<file path="config.mk">
export PLATFORM = sky130hd
export DESIGN_NAME = hpsm_pin_mux
export DESIGN_NICKNAME = d
export VERILOG_FILES = /design/src/rtl/hpsm_pkg.sv /design/src/rtl/hpsm_pin_mux.sv
export VERILOG_INCLUDE_DIRS = /design/src /design/src/rtl
export SDC_FILE = /design/constraint.sdc
export NUM_CORES = 1
export LEC_CHECK = 0
export ABC_CLOCK_PERIOD_IN_PS = 2370
export BUFFER_PORTS_ARGS = -buffer_cell sky130_fd_sc_hd__buf_2
export CAP_MARGIN = 20
export CORE_MARGIN = 2
export CORE_UTILIZATION = 35
export DETAILED_ROUTE_END_ITERATION = 10
export PLACE_DENSITY = 0.59
export SYNTH_ARGS = -nofsm -noshare
export SYNTH_HDL_FRONTEND = slang
export SYNTH_SLANG_ARGS = --single-unit
</file>
<file path="constraint.sdc">
create_clock -name core_clk -period 2.37 [get_ports core_clk]
set_input_delay 0.1185 -clock core_clk [delete_from_list [all_inputs] [get_ports core_clk]]
set_output_delay 0.1185 -clock core_clk [all_outputs]
set_load 0.01 [all_outputs]
</file>
<file path="src/rtl/hpsm_regs.svh">
// Purpose: constants for the hub port pin and strap mux
// Assumes: core clock of 50 MHz
// Notes: strap window measured from reset release
`ifndef HPSM_REGS_SVH
`define HPSM_REGS_SVH

// -----------------------------------------------------------------------
// timing
// -----------------------------------------------------------------------
`define HPSM_CLK_HZ 50000000
`define HPSM_STRAP_HOLD_MS 60
`define HPSM_STRAP_HOLD_CYC (`HPSM_CLK_HZ / 1000 * `HPSM_STRAP_HOLD_MS)
`define HPSM_CNT_W 22

// -----------------------------------------------------------------------
// reset values
// -----------------------------------------------------------------------
`define HPSM_STRAP_RST 1'b0
`define HPSM_POL_RST 1'b0

`endif

</file>
<file path="src/rtl/hpsm_pkg.sv">
// Purpose: types for the hub port pin and strap mux
// Assumes: nothing
// Notes: pin owner selection
package hpsm_pkg;
  // what the shared pins currently do
  typedef enum logic [1:0] {
    HPSM_FN_LED,
    HPSM_FN_SPI,
    HPSM_FN_I2C
  } hpsm_fn_t;

  // strap phase
  typedef enum logic [1:0] {
    HPSM_PH_SAMPLE,
    HPSM_PH_HOLD,
    HPSM_PH_RUN
  } hpsm_phase_t;
endpackage : hpsm_pkg

</file>
<file path="src/rtl/hpsm_pin_mux.sv">
// Purpose: shared pin mux and strap capture for ports 1 and 2
// Assumes: inputs from pins; eeprom engine and hub core on core_clk
// Notes: pins stay inputs until the strap hold window ends
//
// What this block does
// - test input 0 normal, 1 test mode
// - test pin doubles as i2c clock
// - port 1 power pin doubles as i2c data
// - spi select and clock on port 1 leds
// - spi data out/in on port 2 leds
// - two active-high leds per port
// - sample straps, outputs after 60 ms
// - fixed-port strap marks port non-removable
// - overcurrent inputs active low
// - power switch output tristatable, active low while the polarity strap is low
// - polarity strap sets power enable level
// - external reset returns everything to initial
`timescale 1ns/1ps
`include "hpsm_regs.svh"

module hpsm_pin_mux #(
  // strap hold length in core clocks; benches may shorten it
  parameter int STRAP_HOLD_CYC = `HPSM_STRAP_HOLD_CYC
) (
  // clock and reset
  input wire logic core_clk,
  input wire logic sys_rst,
  // hub core side
  input wire logic [1:0] pin_fn_sel,
  input wire logic [1:0] led_fault_req,
  input wire logic [1:0] led_ok_req,
  input wire logic [1:0] port_power_req,
  output logic [1:0] port_overcurrent,
  output logic [1:0] port_nonremovable,
  output logic test_mode,
  output logic pins_released,
  // eeprom engine side
  input wire logic spi_cs_req,
  input wire logic spi_sck_req,
  input wire logic spi_mosi_req,
  output logic spi_miso_data,
  input wire logic i2c_scl_oe_req,
  input wire logic i2c_sda_oe_req,
  output logic i2c_scl_data,
  output logic i2c_sda_data,
  // test / i2c clock pin
  input wire logic test_scl_in,
  output logic test_scl_out,
  output logic test_scl_oe,
  // port 1 pins
  input wire logic p1_fault_in,
  output logic p1_fault_out,
  output logic p1_fault_oe,
  input wire logic p1_ok_in,
  output logic p1_ok_out,
  output logic p1_ok_oe,
  input wire logic nonremovable_strap_p1,
  input wire logic [1:0] overcurrent_n,
  input wire logic p1_power_in,
  output logic [1:0] port_power_switch_en,
  output logic [1:0] port_power_switch_oe,
  // port 2 pins
  input wire logic p2_fault_in,
  output logic p2_fault_out,
  output logic p2_fault_oe,
  input wire logic p2_ok_in,
  output logic p2_ok_out,
  output logic p2_ok_oe
);

  // -----------------------------------------------------------------------
  // pin synchronisers
  // -----------------------------------------------------------------------
  logic [6:0] pin_meta_reg;
  logic [6:0] pin_sync_reg;
  logic [6:0] pin_raw;
  logic [1:0] ovc_meta_reg;
  logic [1:0] ovc_sync_reg;

  assign pin_raw = {nonremovable_strap_p1, test_scl_in, p1_fault_in,
                    p1_ok_in, p2_fault_in, p2_ok_in, p1_power_in};

  // two flops on every pin input
  always_ff @(posedge core_clk or posedge sys_rst) begin
    if (sys_rst) begin
      pin_meta_reg <= 7'h00;
      pin_sync_reg <= 7'h00;
      ovc_meta_reg <= 2'h3;
      ovc_sync_reg <= 2'h3;
    end else begin
      pin_meta_reg <= pin_raw;
      pin_sync_reg <= pin_meta_reg;
      ovc_meta_reg <= overcurrent_n;
      ovc_sync_reg <= ovc_meta_reg;
    end
  end

  logic fix1_s, test_s, p2_ok_s, p2_fault_s, p1_sda_s;
  assign fix1_s = pin_sync_reg[6];
  assign test_s = pin_sync_reg[5];
  assign p2_fault_s = pin_sync_reg[2];
  assign p2_ok_s = pin_sync_reg[1];
  assign p1_sda_s = pin_sync_reg[0];

  // -----------------------------------------------------------------------
  // strap phase and hold counter
  // -----------------------------------------------------------------------
  hpsm_pkg::hpsm_phase_t phase_reg;
  logic [`HPSM_CNT_W-1:0] hold_cnt_reg;
  localparam logic [`HPSM_CNT_W-1:0] HOLD_LAST =
    `HPSM_CNT_W'(STRAP_HOLD_CYC - 1);

  // sample once syncs are full, then wait 60 ms before driving
  always_ff @(posedge core_clk or posedge sys_rst) begin
    if (sys_rst) begin
      phase_reg <= hpsm_pkg::HPSM_PH_SAMPLE;
      hold_cnt_reg <= '0;
    end else begin
      unique case (phase_reg)
        hpsm_pkg::HPSM_PH_SAMPLE: begin
          if (hold_cnt_reg == `HPSM_CNT_W'(2)) begin
            phase_reg <= hpsm_pkg::HPSM_PH_HOLD;
            hold_cnt_reg <= '0;
          end else begin
            hold_cnt_reg <= hold_cnt_reg + `HPSM_CNT_W'(1);
          end
        end
        hpsm_pkg::HPSM_PH_HOLD: begin
          if (hold_cnt_reg == HOLD_LAST) begin
            phase_reg <= hpsm_pkg::HPSM_PH_RUN;
          end else begin
            hold_cnt_reg <= hold_cnt_reg + `HPSM_CNT_W'(1);
          end
        end
        hpsm_pkg::HPSM_PH_RUN: begin
          hold_cnt_reg <= hold_cnt_reg;
        end
      endcase
    end
  end

  logic run;
  assign run = (phase_reg == hpsm_pkg::HPSM_PH_RUN);
  assign pins_released = run;

  // -----------------------------------------------------------------------
  // strap capture, held until the next reset
  // -----------------------------------------------------------------------
  logic test_reg;
  logic pol_reg;
  logic [1:0] fixed_reg;
  logic capture;
  assign capture = (phase_reg == hpsm_pkg::HPSM_PH_SAMPLE) &&
                   (hold_cnt_reg == `HPSM_CNT_W'(2));

  always_ff @(posedge core_clk or posedge sys_rst) begin
    if (sys_rst) begin
      test_reg <= `HPSM_STRAP_RST;
      pol_reg <= `HPSM_POL_RST;
      fixed_reg <= 2'h0;
    end else if (capture) begin
      test_reg <= test_s;
      pol_reg <= p2_fault_s;
      fixed_reg <= {p2_ok_s, fix1_s};
    end
  end

  assign test_mode = test_reg;
  assign port_nonremovable = fixed_reg;

  // -----------------------------------------------------------------------
  // function select, decoded combinationally from pin_fn_sel only while running
  // -----------------------------------------------------------------------
  hpsm_pkg::hpsm_fn_t fn;
  always_comb begin
    if (!run) begin
      fn = hpsm_pkg::HPSM_FN_LED;
    end else begin
      unique case (pin_fn_sel)
        2'h1: fn = hpsm_pkg::HPSM_FN_SPI;
        2'h2: fn = hpsm_pkg::HPSM_FN_I2C;
        default: fn = hpsm_pkg::HPSM_FN_LED;
      endcase
    end
  end

  logic spi_on, i2c_on;
  assign spi_on = (fn == hpsm_pkg::HPSM_FN_SPI);
  assign i2c_on = (fn == hpsm_pkg::HPSM_FN_I2C);

  // -----------------------------------------------------------------------
  // registered pin outputs
  // -----------------------------------------------------------------------
  logic [3:0] led_out_reg;
  logic [3:0] led_oe_reg;
  logic scl_oe_reg;
  logic [1:0] pwr_reg;
  logic [1:0] pwr_oe_reg;

  // leds active high; spi takes port 1 leds and port 2 fault pin
  always_ff @(posedge core_clk or posedge sys_rst) begin
    if (sys_rst) begin
      led_out_reg <= 4'h0;
      led_oe_reg <= 4'h0;
    end else if (!run) begin
      led_out_reg <= 4'h0;
      led_oe_reg <= 4'h0;
    end else if (spi_on) begin
      led_out_reg <= {spi_cs_req, spi_sck_req, spi_mosi_req, 1'b0};
      led_oe_reg <= 4'hE;
    end else begin
      led_out_reg <= {led_fault_req[0], led_ok_req[0],
                      led_fault_req[1], led_ok_req[1]};
      led_oe_reg <= 4'hF;
    end
  end

  assign {p1_fault_out, p1_ok_out, p2_fault_out, p2_ok_out} = led_out_reg;
  assign {p1_fault_oe, p1_ok_oe, p2_fault_oe, p2_ok_oe} = led_oe_reg;

  // i2c clock open drain on test pin
  always_ff @(posedge core_clk or posedge sys_rst) begin
    if (sys_rst) begin
      scl_oe_reg <= 1'b0;
    end else begin
      scl_oe_reg <= i2c_on && i2c_scl_oe_req;
    end
  end
  assign test_scl_out = 1'b0;
  assign test_scl_oe = scl_oe_reg;

  // power switch drivers; level per polarity strap, high-z until run
  always_ff @(posedge core_clk or posedge sys_rst) begin
    if (sys_rst) begin
      pwr_reg <= 2'h0;
      pwr_oe_reg <= 2'h0;
    end else if (!run) begin
      pwr_reg <= 2'h0;
      pwr_oe_reg <= 2'h0;
    end else begin
      pwr_reg <= pol_reg ? port_power_req : ~port_power_req;
      pwr_oe_reg <= 2'h3;
      if (i2c_on) begin
        pwr_reg[0] <= 1'b0;
        pwr_oe_reg[0] <= i2c_sda_oe_req;
      end
    end
  end
  assign port_power_switch_en = pwr_reg;
  assign port_power_switch_oe = pwr_oe_reg;

  // -----------------------------------------------------------------------
  // inputs back to core and eeprom engine
  // -----------------------------------------------------------------------
  always_ff @(posedge core_clk or posedge sys_rst) begin
    if (sys_rst) begin
      port_overcurrent <= 2'h0;
      spi_miso_data <= 1'b0;
      i2c_scl_data <= 1'b1;
      i2c_sda_data <= 1'b1;
    end else begin
      port_overcurrent <= ~ovc_sync_reg;
      spi_miso_data <= spi_on ? p2_ok_s : 1'b0;
      i2c_scl_data <= i2c_on ? test_s : 1'b1;
      i2c_sda_data <= i2c_on ? p1_sda_s : 1'b1;
    end
  end

endmodule : hpsm_pin_mux

</file>
## Word level (Yosys, flattened, before mapping)

Index checks and enable logic that the tools add are counted.

| cells by class | value |
|---|---|
| $add $sub $neg | 1 |
| eq/ne operators | 11 |
| multiplexer cells | 20 |
| bitwise logic cells | 3 |
| reduce and logical (&&, ||, !) cells | 6 |

Operators with widths:

| cell | count |
|---|---|
| 2-to-1 mux 22 bit | 2 |
| one-hot mux 22 bit (2 select lines) | 1 |
| adder 22 x 1 -> 22 bit, second input constant | 1 |
| == test 22 x 2 -> 1 bit, second input constant | 1 |
| == test 22 bit, second input constant | 1 |
| 2-to-1 mux 2 bit | 6 |
| 2-to-1 mux 4 bit | 3 |
| one-hot mux 2 bit (2 select lines) | 2 |
| == test 2 x 1 -> 1 bit, second input constant | 3 |
| == test 2 bit, second input constant | 3 |
| 2-to-1 mux 1 bit | 6 |
| != test 2 bit, second input constant | 2 |
| NOT 2 bit | 2 |
| AND reduction 3 bit | 1 |
| logical AND 1 bit | 2 |
| logical NOT 2 bit | 1 |
| != test 2 x 1 -> 1 bit, second input constant | 1 |
| AND reduction 2 bit | 1 |
| nonzero test 2 bit | 1 |
| NOT 1 bit | 1 |

| storage, ports and cells | value |
|---|---|
| bits in registers | 64 |
| input port bits | 24 |
| output and inout port bits | 23 |
| logic and storage cells | 59 |

## Logic depth before layout (Yosys ltp)

| logic depth | value |
|---|---|
| word-level depth | 6 |
| depth in mapped cells | 8 |
| mapped depth without buffers | 7 |

## Worst setup path after synthesis

OpenSTA, ideal clock, no wires.

| timing | value |
|---|---|
| path type | register -> register |
| start | register hold_cnt_reg[0] |
| end | register pol_reg |
| arrival time | 1.791 ns |
| slack | 0.454 ns |
| stages on the path, launching flop included | 8 |
| buffers on the path | 1 |
| path through | dfrtp_1 inv_1 ha_1 nor4b_1 nand4_1 or4_1 buf_6 mux2_4 |

| on the way | value |
|---|---|
| cells in the longest elaborated chain, start to end | 2 |

RTL lines:

| what | line | text |
|---|---|---|
| from (decl) | hpsm_pin_mux.sv:109 | `` logic [`HPSM_CNT_W-1:0] hold_cnt_reg; `` |
| from (signal assigned) | hpsm_pin_mux.sv:125 | `` hold_cnt_reg <= hold_cnt_reg + `HPSM_CNT_W'(1); `` |
| from (signal assigned) | hpsm_pin_mux.sv:132 | `` hold_cnt_reg <= hold_cnt_reg + `HPSM_CNT_W'(1); `` |
| from (signal assigned) | hpsm_pin_mux.sv:136 | `hold_cnt_reg <= hold_cnt_reg;` |
| == test 22 x 2 -> 1 bit | hpsm_pin_mux.sv:154 | `` (hold_cnt_reg == `HPSM_CNT_W'(2)); `` |
| logical AND 1 bit | hpsm_pin_mux.sv:153 | `assign capture = (phase_reg == hpsm_pkg::HPSM_PH_SAMPLE) &&` |
| to (signal assigned) | hpsm_pin_mux.sv:159 | `` pol_reg <= `HPSM_POL_RST; `` |
| to (signal assigned) | hpsm_pin_mux.sv:163 | `pol_reg <= p2_fault_s;` |
| to (decl) | hpsm_pin_mux.sv:150 | `logic pol_reg;` |

Every way passes these cells.
A chain may end at the register's enable or synchronous reset.

## Worst setup path after layout

| timing | value |
|---|---|
| start | register hold_cnt_reg[0] |
| end | register fixed_reg[0], in the netlist port_nonremovable[0] |

| on the way | value |
|---|---|
| cells in the longest elaborated chain, start to end | 2 |

RTL lines:

| what | line | text |
|---|---|---|
| == test 22 x 2 -> 1 bit | hpsm_pin_mux.sv:154 |  |
| logical AND 1 bit | hpsm_pin_mux.sv:153 |  |
| to (signal assigned) | hpsm_pin_mux.sv:164 | `fixed_reg <= {p2_ok_s, fix1_s};` |
| to (decl) | hpsm_pin_mux.sv:151 | `logic [1:0] fixed_reg;` |

Every way passes these cells.

==> results.yml <==
pwr:
  power_density_mw_per_mm2: 726
  switching_power_w: 0.000430
  p_clk_share_pct: 49.1
  p_int_w: 0.00168
  p_leak_nw: 1.40
  p_comb_share_pct: 3.5
  sequentialPowerShare_pct: 47.4
  ir_worst_vdd_uv: 391
  total_power_w: 0.00211
  p_sw_share_pct: 20.4
layout:
  antenna_cells: 0
  largest_reg_flops: 22
  nets: 272
  area_growth_pct: 26.7
  drive_gt1_share_pct: 31.9
  fill_cells: 598
global_route:
  overflow: 0
  grt_pass1_wl_um: 7470
  grtUsageTotal_pct: 13.3
  grt_max_degree: 35
  first_global_vias: 1620
  antenna_found_initial: 0
yosys:
  synth_top_area_share_pct: 55.6
  yosysWarnings: 0
  yosysUniqueCellTypes: 41
  yosysMostFrequentCell: "dfrtp_1"
  syn_area_per_cell_um2: 12.3
  synth_edf_count: 0
  ys_seq_area_share_pct: 62.5
  synth_seq_cells: 57
  syn_inst: 187
  ys.flop_type: "dfrtp_1"
  syn-num-nets: 213
  yosys.area.top_type: "dfrtp_1"
  synth_common_cells: "51 x dfrtp_1, 19 x nor2_1, 11 x xor2_1"
  synth.area.top_cells: "dfrtp_1 56%, dfstp_2 6.9%, xor2_1 4.2%, xnor2_1 3.8%, nor2_1 3.1%"
  postSynth.asyncResetShare_pct: 100
  netlist_area_mm2: 0.00229
routing:
  route.vias.total: 1554
  drt-total-wl_um: 4340
  drt_iter0_markers: 33
  dr.pass1.iters: 4
  wl_per_cell_um: 13.2
  drc_errors: 0
  post_drt_via_cell_ratio: 4.74
  ant_nets: 0
floorplan:
  dieHeight_um: 85.0
  dieWidth_um: 85.0
  core-area_mm2: 0.00635
  floorplan.die_area_mm2: 0.00722
  row_count: 29
  io_pins: 47
  start_util_pct: 36.1
sta:
  fin_setup_tns_ns: 0
  worstMarginPinSlew_ns: 0.713
  hold_viol: 0
  finalWorstSetupSlack_ns: 0.220
  drv_slew: 0
  setup_viol: 0
  slew_headroom_pct: 52.4
  skew_ns: 0.0100
  period_share_pct: 90.7
  rsz0062_at_grt: "no"
  timing.fmax_mhz: 465
  layout_min_cycle_time_ns: 2.15
cts:
  clock-sinks: 57
  cts_htree_levels: 3
  cts.clk_slew.worst_paths_ns: 0.07
  numCtsBuffers: 9
  clkLatencyLatePin_ns: 0.34
  clockRootBuffer: "clkbuf_8"
  cts_tree: "yes"
  cts-resized-gates: 0
  cts_buffer_depth: 2
worst_setup_path:
  worstPathCellList: "inv_1 > ha_1 > nor4b_1 > nand4_1 > or4_1 > mux2_4"
  setup.worst_path.class: "flip-flop to flip-flop"
  worst_ep_arrival_time_ns: 2.37
  cp-end-kind: "flip-flop"
  crit_path_max_incr_delay_ns: 0.59
  crit_fanout: 5
  cp.required_ns: 2.59
  crit_slowest_cell: "or4_1"
  start_kind: "flip-flop"
run:
  maxCapViolations: 0
placement:
  io_buffers: 43
  pre_cts_slack_ns: 0.232
  place_congestion: 0.800
  dp_hpwl_um: 3010
min_path:
  hold_class: "primary input to flip-flop"
status:
  outcome: "finished, final reports clean"
## power groups by stage
stage | sequential [W] | clock [W] | combinational (W)
3_5_place_dp | 0.00102 | 0 | 0.0000643
4_1_cts | 0.00100 | 0.00106 | 0.0000769
6_report | 0.00100 | 0.00104 | 0.0000742
2_1_floorplan | 0.00102 | 0 | 0.0000310
3_3_place_gp | 0.00102 | 0 | 0.0000628
5_1_grt | 0.00100 | 0.00112 | 0.0000838
## kinds of logic (layout without fill, tap and decap cells)
kind of cell	count (synthesis)	in the layout	share of synthesized area (%)
adder cells (fa/ha/maj)	2	2	1.09
flip-flops	57	57	62.5
other	1	1	0.164
AO/OA/AOI/OAI	8	8	2.56
AND/OR/NAND/NOR	76	76	18.3
buffers and inverters	15	79	3.44
multiplexers	7	7	3.93
XOR/XNOR	21	21	8.02
## layout by cell type, fill, tap and decap left out, types with 2 or more instances in the layout
cell type       n
and3_1          4
buf_2          43
buf_4           3
bufinv_16       2
clkbuf_8       11
clkinvlp_4      2
dfrtp_1        51
dfstp_2         6
dlygate4sd3_1  10
ha_1            2
inv_1           6
mux2_4          4
mux2i_1         3
nand2_1        10
nand2b_1        2
nand3_1        10
nand4_1         6
nor2_1         19
nor2b_1         2
nor3_1          6
nor4_1          2
o31ai_1         2
or3_1           2
or4_1           2
xnor2_1        10
xor2_1         11
## worst paths after layout
check	from	end	slack [ns]	cells after the start
max	hold_cnt_reg[0]	port_nonremovable[0]	0.22	6
min	i2c_sda_oe_req	port_power_switch_oe[0]	0.02	3
max reg2reg	hold_cnt_reg[0]	port_nonremovable[0]	0.22	6
min reg2reg	pin_meta_reg[5]	pin_sync_reg[5]	0.35	0
max in group asynchronous	sys_rst	ovc_sync_reg[1]	1.19	4
min in group asynchronous	sys_rst	hold_cnt_reg[1]	0.45	3
## cell type report
type / instances / area, um^2 / area share [%]
Timing Repair Buffer: 56 / 338 / 11.6
Clock inverter: 4 / 75.1 / 2.58
Sequential cell: 57 / 1430 / 49.4
Inverter: 7 / 26.3 / 0.904
Clock buffer: 12 / 155 / 5.34
Multi-Input combinational cell: 115 / 781 / 26.9
Tap cell: 77 / 96.3 / 3.32
## per-stage QoR
stage                     hold WS (ns)  instance area [um^2]  util [%]  instances
after floorplan                  0.123                  2290         -        187
after global placement           0.224                  2570      40.6        302
after detailed placement         0.228                  2570      40.6        302
after CTS                      0.00771                  2910      45.8        328
after global routing            0.0150                  2910      45.8        328
final                           0.0172                  2910      45.8        328
## layer usage
layer	wire [um]	up-vias	global-route usage, %	part of all wire, %
met5	0	-	0	0
met2	2120	36	20.5	49
met1	1920	764	16.8	44
li1	-	744	-	-
met3	181	10	3.21	4.2
met4	114	0	8.66	2.6
## critical path: cells and delay by family (launching register included)
kind                       cells  cell delay [ns]
DFF                            1             0.42
muxes                          1             0.35
buffers and inverters          1             0.08
adders and majority gates      1             0.14
and+or+nand+nor                3             1.06
## repair_timing
action | CTS | global route
setup buffers | 0 | 0
endpoints found under the setup margin | 0 | 0
endpoints found under the hold margin | 41 | 0
hold buffers | 10 | 0
(Power assumes the default switching activity.)
